`src/rcr_pkg.sv`:
```
// Constants for the receiver configuration register group.
// Assumes byte-wide registers reached by an 8-bit register index.
package rcr_pkg;

  // Register offsets, in index order of the register array
  localparam int RCR_NUM_REGS = 4;
  localparam logic [7:0] RCR_OFS_FIRST_THR = 8'h14;
  localparam logic [7:0] RCR_OFS_SECOND_THR = 8'h15;
  localparam logic [7:0] RCR_OFS_BOOST_OV = 8'h2d;
  localparam logic [7:0] RCR_OFS_MODE_ROUTE = 8'h31;
  localparam logic [7:0] RCR_OFS [RCR_NUM_REGS] = '{
    RCR_OFS_FIRST_THR, RCR_OFS_SECOND_THR,
    RCR_OFS_BOOST_OV, RCR_OFS_MODE_ROUTE};

  // Reset values
  localparam logic [7:0] RCR_RST_THR = 8'h00;
  localparam logic [7:0] RCR_RST_BOOST_OV = 8'h88;
  localparam logic [7:0] RCR_RST_MODE_ROUTE = 8'h00;
  localparam logic [7:0] RCR_RST [RCR_NUM_REGS] = '{
    RCR_RST_THR, RCR_RST_THR, RCR_RST_BOOST_OV, RCR_RST_MODE_ROUTE};
  localparam logic [7:0] RCR_UNMAPPED_READ = 8'h00;

  // Field positions
  localparam int RCR_ASSERT_LSB = 4;
  localparam int RCR_DEASSERT_LSB = 2;
  localparam int RCR_OV_BIT = 3;
  localparam int RCR_MODE_LSB = 5;
  localparam int RCR_ROUTE_LSB = 0;

  // Equalizer mode and routing encodings
  typedef enum logic [1:0] {
    RCR_EQ_MANUAL = 2'h0,
    RCR_EQ_TEST = 2'h1
  } rcr_eq_mode_t;

  typedef enum logic [1:0] {
    RCR_ROUTE_FIRST_BOTH = 2'h0,
    RCR_ROUTE_FIRST_ONLY = 2'h1,
    RCR_ROUTE_SECOND_ONLY = 2'h2,
    RCR_ROUTE_SECOND_BOTH = 2'h3
  } rcr_route_t;

  // Detect threshold codes {assert, de-assert} and offsets in mV
  localparam logic [3:0] RCR_THR_NOMINAL = 4'h0;
  localparam logic [3:0] RCR_THR_MINUS2 = 4'h5;
  localparam logic [3:0] RCR_THR_PLUS5 = 4'ha;
  localparam logic [3:0] RCR_THR_PLUS3 = 4'hf;
  localparam logic signed [7:0] RCR_MV_NOMINAL = 8'sh00;
  localparam logic signed [7:0] RCR_MV_MINUS2 = 8'shfe;
  localparam logic signed [7:0] RCR_MV_PLUS5 = 8'sh05;
  localparam logic signed [7:0] RCR_MV_PLUS3 = 8'sh03;

endpackage

```
`src/rcr_cfg_reg.sv`:
```
// One byte-wide configuration register with a reset value.
// Assumes a synchronous active-low reset on the register clock.
`timescale 1ns/1ps
module rcr_cfg_reg #(
  parameter logic [7:0] RESET_VAL = 8'h00
) (
  // Clock and reset
  input wire logic clk_i,
  input wire logic rst_n_i,
  // Write port
  input wire logic wr_i,
  input wire logic [7:0] wdata_i,
  // Stored value
  output logic [7:0] q_o
);

  always_ff @(posedge clk_i)
  begin
    if (!rst_n_i)
      q_o <= RESET_VAL;
    else if (wr_i)
      q_o <= wdata_i;
  end

endmodule

```
`src/rcr_receiver_cfg.sv`:
```
// Receiver configuration registers: detect thresholds, boost override,
// equalizer mode and input/output routing.
// Assumes the serial management port decoder on MCLK_I presents
// register index, data and one-cycle read/write strobes.
//
// How it works
// RL1 - First input threshold fields at bits 5:2
// RL2 - Second input thresholds, same layout and codes
// RL3 - Bit 3 enables boost override, resets 0x88
// RL4 - Mode 00 manual, 01 test; others invalid
// RL5 - Routing select picks input and output fan
// RL6 - Thresholds and mode/routing reset to zero
// RL7 - Override uses programmed boost, not adapted
// RL8 - Unselected input equalizer always powered down
`timescale 1ns/1ps
module rcr_receiver_cfg #(
  parameter int ADDR_W = 8
) (
  // Clock and reset
  input wire logic MCLK_I,
  input wire logic RESETN_I,
  // Register access from the management port
  input wire logic [ADDR_W-1:0] REG_ADDR_I,
  input wire logic [7:0] REG_WDATA_I,
  input wire logic REG_WR_I,
  input wire logic REG_RD_I,
  output logic [7:0] REG_RDATA_O,
  // Equalizer inputs from neighbouring register groups
  input wire logic [7:0] EQ_BOOST_REG_I,
  input wire logic [7:0] EQ_ADAPT_BOOST_I,
  input wire logic EQ_PD_SELECTED_I,
  // Signal-detect thresholds
  output logic [1:0] FIRST_INPUT_ASSERT_LEVEL_O,
  output logic [1:0] FIRST_INPUT_DEASSERT_LEVEL_O,
  output logic [1:0] SECOND_INPUT_ASSERT_LEVEL_O,
  output logic [1:0] SECOND_INPUT_DEASSERT_LEVEL_O,
  output logic signed [7:0] FIRST_INPUT_OFFSET_MV_O,
  output logic signed [7:0] SECOND_INPUT_OFFSET_MV_O,
  // Equalizer control
  output logic BOOST_OVERRIDE_ENABLE_O,
  output logic [7:0] EQ_BOOST_O,
  output logic [1:0] EQ_MODE_O,
  output logic FIRST_EQ_PD_O,
  output logic SECOND_EQ_PD_O,
  // Routing
  output logic [1:0] ROUTE_SELECT_O,
  output logic SECOND_INPUT_SELECT_O,
  output logic FIRST_OUTPUT_EN_O,
  output logic SECOND_OUTPUT_EN_O
);

  if (ADDR_W < 6 || ADDR_W > 8)
  begin : g_bad_addr
    $error("ADDR_W must cover index 0x31 and fit 8 bits");
  end

  logic [7:0] regs [rcr_pkg::RCR_NUM_REGS];
  logic [7:0] wdata [rcr_pkg::RCR_NUM_REGS];
  logic [rcr_pkg::RCR_NUM_REGS-1:0] hit;
  wire [7:0] addr = 8'(REG_ADDR_I);

  // Threshold code to offset, shared by both inputs
  function automatic logic signed [7:0] thr_offset(input logic [3:0] code);
    logic signed [7:0] mv;
    mv = rcr_pkg::RCR_MV_NOMINAL;
    case (code)
      rcr_pkg::RCR_THR_MINUS2: mv = rcr_pkg::RCR_MV_MINUS2;
      rcr_pkg::RCR_THR_PLUS5: mv = rcr_pkg::RCR_MV_PLUS5;
      rcr_pkg::RCR_THR_PLUS3: mv = rcr_pkg::RCR_MV_PLUS3;
      default: mv = rcr_pkg::RCR_MV_NOMINAL;
    endcase
    return mv;
  endfunction

  // An invalid mode write keeps the old mode so the equalizer never
  // sees an undefined setting; the rest of the byte is still taken.
  wire [1:0] wr_mode = REG_WDATA_I[rcr_pkg::RCR_MODE_LSB +: 2];
  wire mode_ok = (wr_mode == rcr_pkg::RCR_EQ_MANUAL) ||
                 (wr_mode == rcr_pkg::RCR_EQ_TEST);
  wire [1:0] kept_mode = regs[3][rcr_pkg::RCR_MODE_LSB +: 2];
  wire [7:0] mode_wdata = {REG_WDATA_I[7], mode_ok ? wr_mode : kept_mode,
                           REG_WDATA_I[4:0]}; // RL4

  genvar gi;
  for (gi = 0; gi < rcr_pkg::RCR_NUM_REGS; gi++)
  begin : g_reg
    assign hit[gi] = (addr == rcr_pkg::RCR_OFS[gi]);
    assign wdata[gi] = (gi == 3) ? mode_wdata : REG_WDATA_I;
    rcr_cfg_reg #(
      .RESET_VAL(rcr_pkg::RCR_RST[gi]) // RL3 RL6
    ) u_reg (
      .clk_i(MCLK_I),
      .rst_n_i(RESETN_I),
      .wr_i(REG_WR_I && hit[gi]),
      .wdata_i(wdata[gi]),
      .q_o(regs[gi])
    );
  end

  // Read back; unmapped indices read as zero
  wire [7:0] rd_mux =
    hit[0] ? regs[0] :
    hit[1] ? regs[1] :
    hit[2] ? regs[2] :
    hit[3] ? regs[3] : rcr_pkg::RCR_UNMAPPED_READ;

  // Field extraction
  wire [3:0] first_code = regs[0][rcr_pkg::RCR_DEASSERT_LSB +: 4]; // RL1
  wire [3:0] second_code = regs[1][rcr_pkg::RCR_DEASSERT_LSB +: 4]; // RL2
  wire ov_bit = regs[2][rcr_pkg::RCR_OV_BIT]; // RL3
  wire [1:0] route = regs[3][rcr_pkg::RCR_ROUTE_LSB +: 2];

  wire [1:0] next_first_assert = first_code[3:2]; // RL1
  wire [1:0] next_first_deassert = first_code[1:0];
  wire [1:0] next_second_assert = second_code[3:2]; // RL2
  wire [1:0] next_second_deassert = second_code[1:0];
  wire signed [7:0] next_first_mv = thr_offset(first_code); // RL1
  wire signed [7:0] next_second_mv = thr_offset(second_code); // RL2
  wire [7:0] next_boost = ov_bit ? EQ_BOOST_REG_I : EQ_ADAPT_BOOST_I; // RL7
  wire next_second_sel = route[1]; // RL5
  wire next_first_out = (route != rcr_pkg::RCR_ROUTE_SECOND_ONLY); // RL5
  wire next_second_out = (route != rcr_pkg::RCR_ROUTE_FIRST_ONLY); // RL5
  wire next_first_pd = next_second_sel || EQ_PD_SELECTED_I; // RL8
  wire next_second_pd = !next_second_sel || EQ_PD_SELECTED_I; // RL8

  always_ff @(posedge MCLK_I)
  begin
    if (!RESETN_I)
      REG_RDATA_O <= rcr_pkg::RCR_UNMAPPED_READ;
    else if (REG_RD_I)
      REG_RDATA_O <= rd_mux;
  end

  // Reset images follow the register reset values, except EQ_BOOST_O, which resets to zero
  always_ff @(posedge MCLK_I)
  begin
    if (!RESETN_I)
    begin
      FIRST_INPUT_ASSERT_LEVEL_O <= 2'h0;
      FIRST_INPUT_DEASSERT_LEVEL_O <= 2'h0;
      SECOND_INPUT_ASSERT_LEVEL_O <= 2'h0;
      SECOND_INPUT_DEASSERT_LEVEL_O <= 2'h0;
      FIRST_INPUT_OFFSET_MV_O <= rcr_pkg::RCR_MV_NOMINAL;
      SECOND_INPUT_OFFSET_MV_O <= rcr_pkg::RCR_MV_NOMINAL;
      BOOST_OVERRIDE_ENABLE_O <=
        rcr_pkg::RCR_RST_BOOST_OV[rcr_pkg::RCR_OV_BIT];
      EQ_BOOST_O <= 8'h00;
      EQ_MODE_O <= rcr_pkg::RCR_EQ_MANUAL;
      ROUTE_SELECT_O <= rcr_pkg::RCR_ROUTE_FIRST_BOTH;
      SECOND_INPUT_SELECT_O <= 1'b0;
      FIRST_OUTPUT_EN_O <= 1'b1;
      SECOND_OUTPUT_EN_O <= 1'b1;
      FIRST_EQ_PD_O <= 1'b0;
      SECOND_EQ_PD_O <= 1'b1;
    end
    else
    begin
      FIRST_INPUT_ASSERT_LEVEL_O <= next_first_assert;
      FIRST_INPUT_DEASSERT_LEVEL_O <= next_first_deassert;
      SECOND_INPUT_ASSERT_LEVEL_O <= next_second_assert;
      SECOND_INPUT_DEASSERT_LEVEL_O <= next_second_deassert;
      FIRST_INPUT_OFFSET_MV_O <= next_first_mv;
      SECOND_INPUT_OFFSET_MV_O <= next_second_mv;
      BOOST_OVERRIDE_ENABLE_O <= ov_bit;
      EQ_BOOST_O <= next_boost;
      EQ_MODE_O <= kept_mode;
      ROUTE_SELECT_O <= route;
      SECOND_INPUT_SELECT_O <= next_second_sel;
      FIRST_OUTPUT_EN_O <= next_first_out;
      SECOND_OUTPUT_EN_O <= next_second_out;
      FIRST_EQ_PD_O <= next_first_pd;
      SECOND_EQ_PD_O <= next_second_pd;
    end
  end

  // Register update lands on the edge after the write
  wire wr_first = REG_WR_I && (addr == rcr_pkg::RCR_OFS_FIRST_THR);
  wire wr_second = REG_WR_I && (addr == rcr_pkg::RCR_OFS_SECOND_THR);
  wire wr_ov = REG_WR_I && (addr == rcr_pkg::RCR_OFS_BOOST_OV);
  wire wr_mr = REG_WR_I && (addr == rcr_pkg::RCR_OFS_MODE_ROUTE);
endmodule

```
`config.mk`:
```
export PLATFORM = sky130hd
export DESIGN_NAME = rcr_receiver_cfg
export DESIGN_NICKNAME = d
export VERILOG_FILES = /design/src/rcr_pkg.sv /design/src/rcr_cfg_reg.sv /design/src/rcr_receiver_cfg.sv
export SDC_FILE = /design/constraint.sdc
export NUM_CORES = 1
export LEC_CHECK = 0
export BUFFER_PORTS_ARGS = -buffer_cell sky130_fd_sc_hd__buf_2
export CORE_MARGIN = 2
export CORE_UTILIZATION = 45
export DETAILED_ROUTE_END_ITERATION = 8
export PLACE_DENSITY = 0.72
export SLEW_MARGIN = 0
export SYNTH_ARGS = -nofsm -noshare
export SYNTH_HDL_FRONTEND = slang
export SYNTH_SLANG_ARGS = --single-unit
export TNS_END_PERCENT = 20
```
`constraint.sdc`:
```
create_clock -name MCLK_I -period 2.4 [get_ports MCLK_I]
set_input_delay 0.48 -clock MCLK_I [delete_from_list [all_inputs] [get_ports MCLK_I]]
set_output_delay 0.48 -clock MCLK_I [all_outputs]
set_load 0.05 [all_outputs]
```
======== After elaboration in Yosys (flattened, before gate mapping) ========
Index checks and enable logic that the tools add are counted.
storage, ports and cells
  register bits ........................... 82
  input bits .............................. 37
  output and inout port bits .............. 50
  word-level logic and storage cells ...... 51
cells by class
  equality and inequality tests ........... 13
  mux-type cells .......................... 7
  reduce and logical (&&, ||, !) cells .... 10
operator list
  kind                                                                      count
  8-bit case mux with 3 select lines                                        2
  8-bit two-way mux                                                         5
  4-bit equality test (second input constant)                               4
  8-bit by 5-bit equality test with 1-bit output (second input constant)    2
  8-bit by 6-bit equality test with 1-bit output (second input constant)    2
  4-bit by 3-bit equality test with 1-bit output (second input constant)    2
  1-bit logical AND                                                         4
  1-bit logical OR                                                          3
  2-bit by 1-bit equality test with 1-bit output (second input constant)    1
  2-bit zero test                                                           1
  2-bit by 1-bit inequality test with 1-bit output (second input constant)  1
  2-bit inequality test (second input constant)                             1
  2-bit AND reduction                                                       1
  1-bit zero test                                                           1

======== Depth between registers and ports, before layout ========
  word-level depth ........................ 5
  gate-level depth with buffers ........... 6
  gate-level depth less buffers ........... 4

======== By module ========
From an unflattened synthesis, not the netlist that was laid out.
unflattened totals
  cells, all modules ...................... 269
  area, all modules ....................... 2906.5 um2
modules (own cells, without submodules)
  module                            times used  cells an instance  area each (um2)  sequential area each (um2)
  rcr_receiver_cfg                  1           169                1705.4           820.8
  rcr_cfg_reg (g_reg[0].u_reg ...)  3           25                 301.5            160.2
  rcr_cfg_reg (g_reg[2].u_reg)      1           25                 296.5            160.2

======== Worst setup path after synthesis ========
Ideal clock, no wire load.
  path kind ............................... input to register
  from .................................... in REG_ADDR_I[1]
  to ...................................... reg g_reg[2].u_reg.q_o[5]
  setup time .............................. 0.122 ns
  data arrival time ....................... 1.400 ns
  data required time ...................... 2.278 ns
  path slack .............................. 0.878 ns
  cell stages on the path ................. 5
  buffers on the path ..................... 1
  cells stage by stage .................... nor4b_4 nand4_1 buf_2 nand3_1 o21ai_0
on the way
  longest elaborated chain between the ends .. 2
ends and longest elaborated chain
  element                                         line                    text
  start: declaration                              rcr_receiver_cfg.sv:23  input wire logic [ADDR_W-1:0] REG_ADDR_I,
  8-bit by 6-bit equality test with 1-bit output  n/a
  1-bit logical AND                               n/a
  end signal: assignment                          rcr_cfg_reg.sv:22       q_o <= wdata_i;
  end: declaration                                rcr_cfg_reg.sv:14       output logic [7:0] q_o
No other way between the ends.
A chain may end at the register's enable or synchronous reset.

======== Worst setup path in the final report ========
  from .................................... in REG_ADDR_I[0]
  to ...................................... reg REG_RDATA_O[6]
on the way
  longest elaborated chain between the ends .. 5
  elaborated cells between the ends (all ways) .. 8
  classes of those cells .................. 4 x eq/ne; 4 x mux
ends and longest elaborated chain
  element                                         line                     text
  8-bit by 6-bit equality test with 1-bit output  n/a
  8-bit two-way mux                               rcr_receiver_cfg.sv:105  hit[3] ? regs[3] : rcr_pkg::RCR_UNMAPPED_READ;
  8-bit two-way mux                               rcr_receiver_cfg.sv:104  hit[2] ? regs[2] :
  8-bit two-way mux                               rcr_receiver_cfg.sv:103  hit[1] ? regs[1] :
  8-bit two-way mux *                             rcr_receiver_cfg.sv:102  hit[0] ? regs[0] :
  end signal: assignment                          rcr_receiver_cfg.sv:129  REG_RDATA_O <= rcr_pkg::RCR_UNMAPPED_READ;
  end signal: assignment                          rcr_receiver_cfg.sv:131  REG_RDATA_O <= rd_mux;
  end: declaration                                rcr_receiver_cfg.sv:27   output logic [7:0] REG_RDATA_O,
Every way passes the cells marked *; elsewhere a longest branch is shown, timed or not.

==> flow_summary.yaml <==
timing:
  fin_crit_ns: 1.52
  min_period_over_period_pct: 63.4
  clock_skew_ns: 0.00753
  clock.fmax_mhz: 657
  setup_viol: 0
  maxSlewHeadroom_pct: 59.2
  tightestPinTransition_ns: 0.607
  slew_viol_final: 0
  tns_ns: 0
  whs_ns: 0.352
  final_hold_viol_count: 0
  rsz0062_at_grt: "no"
  worst_slack_ns: 0.877
drt:
  drt_pre_antenna_iters: 6
  routed_wl_um: 5980
  via_per_inst: 4.93
  drc_errors: 0
  ant_nets: 0
  num_vias: 2195
  drtIter0Drc: 146
  wl_per_cell_um: 13.4
clock_network:
  post_cts_resized: 0
  clock-sinks: 73
  cts_setup_buffers: 0
  cts_buffers: 9
  cts_buffer_depth: 2
  cts_root_buf: "clkbuf_8"
  cts_tree: "built"
  clkLatencyLatePin_ns: 0.34
  clk_pin_slew_ns: 0.06
  cts-hold-fix-buffers: 0
  cts.htree.levels: 3
layout:
  num_antenna_cells: 0
  multi_input_area_um2: 1110
  nFillCells: 543
  fin_nets: 402
  final_layout_size_suffix_gt1_share_pct: 30.0
  regArea_um2: 1460
  syn2layout_area_growth_pct: 22.7
global_route:
  antenna_found_initial: 0
  grt-ovfl-total: 0
  grt.total_usage_pct: 18.5
  grt_pass1_wl_um: 9030
  grt_pass1_vias: 1957
  grt_start_max_net_pins: 36
logic_synthesis:
  yosysTopAreaCell: "dfxtp_1"
  synth_area_leaders: "dfxtp_1 (54%), o21ai_0 (8.1%), nand2_1 (4.4%), nand3_1 (3.9%), mux2i_1 (3.3%)"
  avgSynthCellArea_um2: 9.47
  yosysSeqAreaShare_pct: 53.8
  synth_warnings: 0
  ys_ff_latch: 73
  synth_cell_types: 32
  netlist_area_um2: 2720
  syn_inst: 287
  synth_fp_nets: 324
  synth_top_area_share_pct: 53.8
setup_path:
  crit_start: "REG_ADDR_I[0]"
  endpoint_kind: "register"
  worstSetupEndpoint: "REG_RDATA_O[6]$_SDFFE_PN0P_"
  cp.arrival_ns: 1.78
  worst-path-max-fanout: 12
  required_ns: 2.66
  cp-start-kind: "input pin"
  r2r_end: "REG_RDATA_O[2]$_SDFFE_PN0P_"
  path_class: "in -> reg"
  reg2reg_from: "g_reg[1].u_reg.q_o[2]$_SDFFE_PN0P_"
  reg2regPathDepth: 4
  rrSetupSlack_ns: 1.30
floorplan:
  start_util_pct: 46.2
  dieArea_um2: 6680
  die_w_um: 81.7
  die_h_um: 81.7
  fp.coreArea_um2: 5890
  io_pins: 87
  rows: 28
place:
  hpwl_um: 4390
  preCtsSetupSlack_ns: 0.549
  io_buffers: 86
  routabilityCongestion: 0.786
status:
  run_status: "completed"
pwr:
  ir_drop_mv: 0.332
  p_per_area_nw_per_um2: 682
  p_leak_uw: 0.00152
hold_path:
  hp-class: "in -> reg"
job:
  drv_cap: 0
==> placed cells by master (no fill, tap or decap) <==
| cell | instances |
|---|---|
| a21oi_1 | 8 |
| mux2i_1 | 9 |
| dfxtp_1 | 73 |
| and2_1 | 11 |
| buf_4 | 5 |
| nand4_1 | 1 |
| clkinv_2 | 2 |
| and3_1 | 3 |
| bufinv_16 | 1 |
| nor3_1 | 3 |
| inv_1 | 3 |
| nand2_1 | 32 |
| buf_2 | 86 |
| nand3b_1 | 1 |
| xnor2_1 | 2 |
| or2_2 | 2 |
| nor2b_1 | 12 |
| mux2_2 | 1 |
| o21a_1 | 2 |
| nand3_1 | 21 |
| a32o_1 | 8 |
| a31oi_1 | 2 |
| nor3b_2 | 1 |
| xor2_1 | 2 |
| nor3b_1 | 1 |
| clkbuf_1 | 3 |
| o21ai_0 | 44 |
| nand2b_1 | 12 |
| nor4_2 | 1 |
| nor4bb_1 | 2 |
| clkbuf_8 | 10 |
| nor4b_4 | 1 |
| and4bb_2 | 1 |
| nor2_1 | 4 |
==> flip-flops by register name, indices dropped and copies added, names as in the netlist, 2 cells and up <==
register and cells:
SECOND_INPUT_OFFSET_MV_O 4, SECOND_INPUT_ASSERT_LEVEL_O 2, g.u_reg.q_o 32, REG_RDATA_O 8, EQ_MODE_O 2, FIRST_INPUT_DEASSERT_LEVEL_O 2
ROUTE_SELECT_O 2, EQ_BOOST_O 8, SECOND_INPUT_DEASSERT_LEVEL_O 2, FIRST_INPUT_OFFSET_MV_O 4, FIRST_INPUT_ASSERT_LEVEL_O 2
==> cell families (layout without fill, tap and decap cells) <==
logic type	Yosys count	after routing	synth area share, %
DFF	73	73	53.8
and+or+nand+nor	109	109	22.4
muxes	10	10	3.73
buffers and inverters	27	110	5.34
xor gates and xnor gates	4	4	1.29
AOI/OAI and AO/OA	64	64	13.5
==> how the worst min path moves through the flow <==
| stage | to | cells past startpoint | from |
|---|---|---|---|
| 2_1_floorplan | EQ_MODE_O[0]$_SDFF_PN0_ | 2 | g_reg[3].u_reg.q_o[5]$_SDFFE_PN0P_ |
| 3_3_place_gp | REG_RDATA_O[4]$_SDFFE_PN0P_ | 2 | REG_RDATA_O[4]$_SDFFE_PN0P_ |
| 3_5_place_dp | REG_RDATA_O[3]$_SDFFE_PN0P_ | 2 | REG_RDATA_O[3]$_SDFFE_PN0P_ |
| 4_1_cts | SECOND_EQ_PD_O$_SDFF_PN1_ | 2 | EQ_PD_SELECTED_I |
| 5_1_grt | SECOND_EQ_PD_O$_SDFF_PN1_ | 2 | EQ_PD_SELECTED_I |
| 6_report | SECOND_EQ_PD_O$_SDFF_PN1_ | 2 | EQ_PD_SELECTED_I |
==> critical path, cell delays in order <==
cell and delay (ns):
buf_2 0.20, and2_1 0.41, and3_1 0.39, a21oi_1 0.12, o21ai_0 0.17
==> cells in the mapped netlist <==
cell type  number
inv_1           3
nor3b_1         1
buf_2           5
nand4_1         1
mux2i_1         9
nor2b_1        12
and2_1         11
nand2_1        32
or2_2           2
dfxtp_1        73
nor4b_4         1
and4bb_2        1
nand3_1        21
a21oi_1         8
nor4bb_1        2
a31oi_1         2
mux2_2          1
nor3b_2         1
a32o_1          8
xnor2_1         2
o21ai_0        44
xor2_1          2
buf_1           2
nand2b_1       12
clkbuf_1        7
o21a_1          2
nor4_2          1
nor2_1          4
and3_1          3
nor3_1          3
nand3b_1        1
buf_4          10
==> where the power goes <==
part	switching, uW	leakage, uW	internal [uW]	total, uW
combinational	88.7	0.000829	47.4	136
clock	408	0.0000974	506	915
sequential	2.45	0.000591	1220	1220
total	500	0.00152	1770	2270
==> metal layers <==
layer	routed length (um)	up-vias	GRT usage [%]
li1	-	1140	-
met1	2630	979	21.4
met2	2850	68	30.2
met3	411	8	6.48
met4	91	0	9.17
met5	0	-	0
==> final cells by class <==
cell class              count  area share [%]
multi-input cells         187            33.3
well taps                  75            2.81
repair buffers             91            14.0
clock inverters             3            1.20
flip-flops and latches     73            43.8
inverters                   3           0.338
clock buffers              13            4.46
==> through the flow <==
step                      instance area [um2]  utilization (%)  instances  total power (uW)
final                                    3340             56.7        445              2270
after global routing                     3340             56.7        445              2370
after CTS                                3340             56.7        445              2300
after detailed placement                 3150             53.5        429              1390
after global placement                   3150             53.5        429              1380
after floorplan                          2720                -        287              1330
No activity file was read; power rests on OpenSTA's default activity.
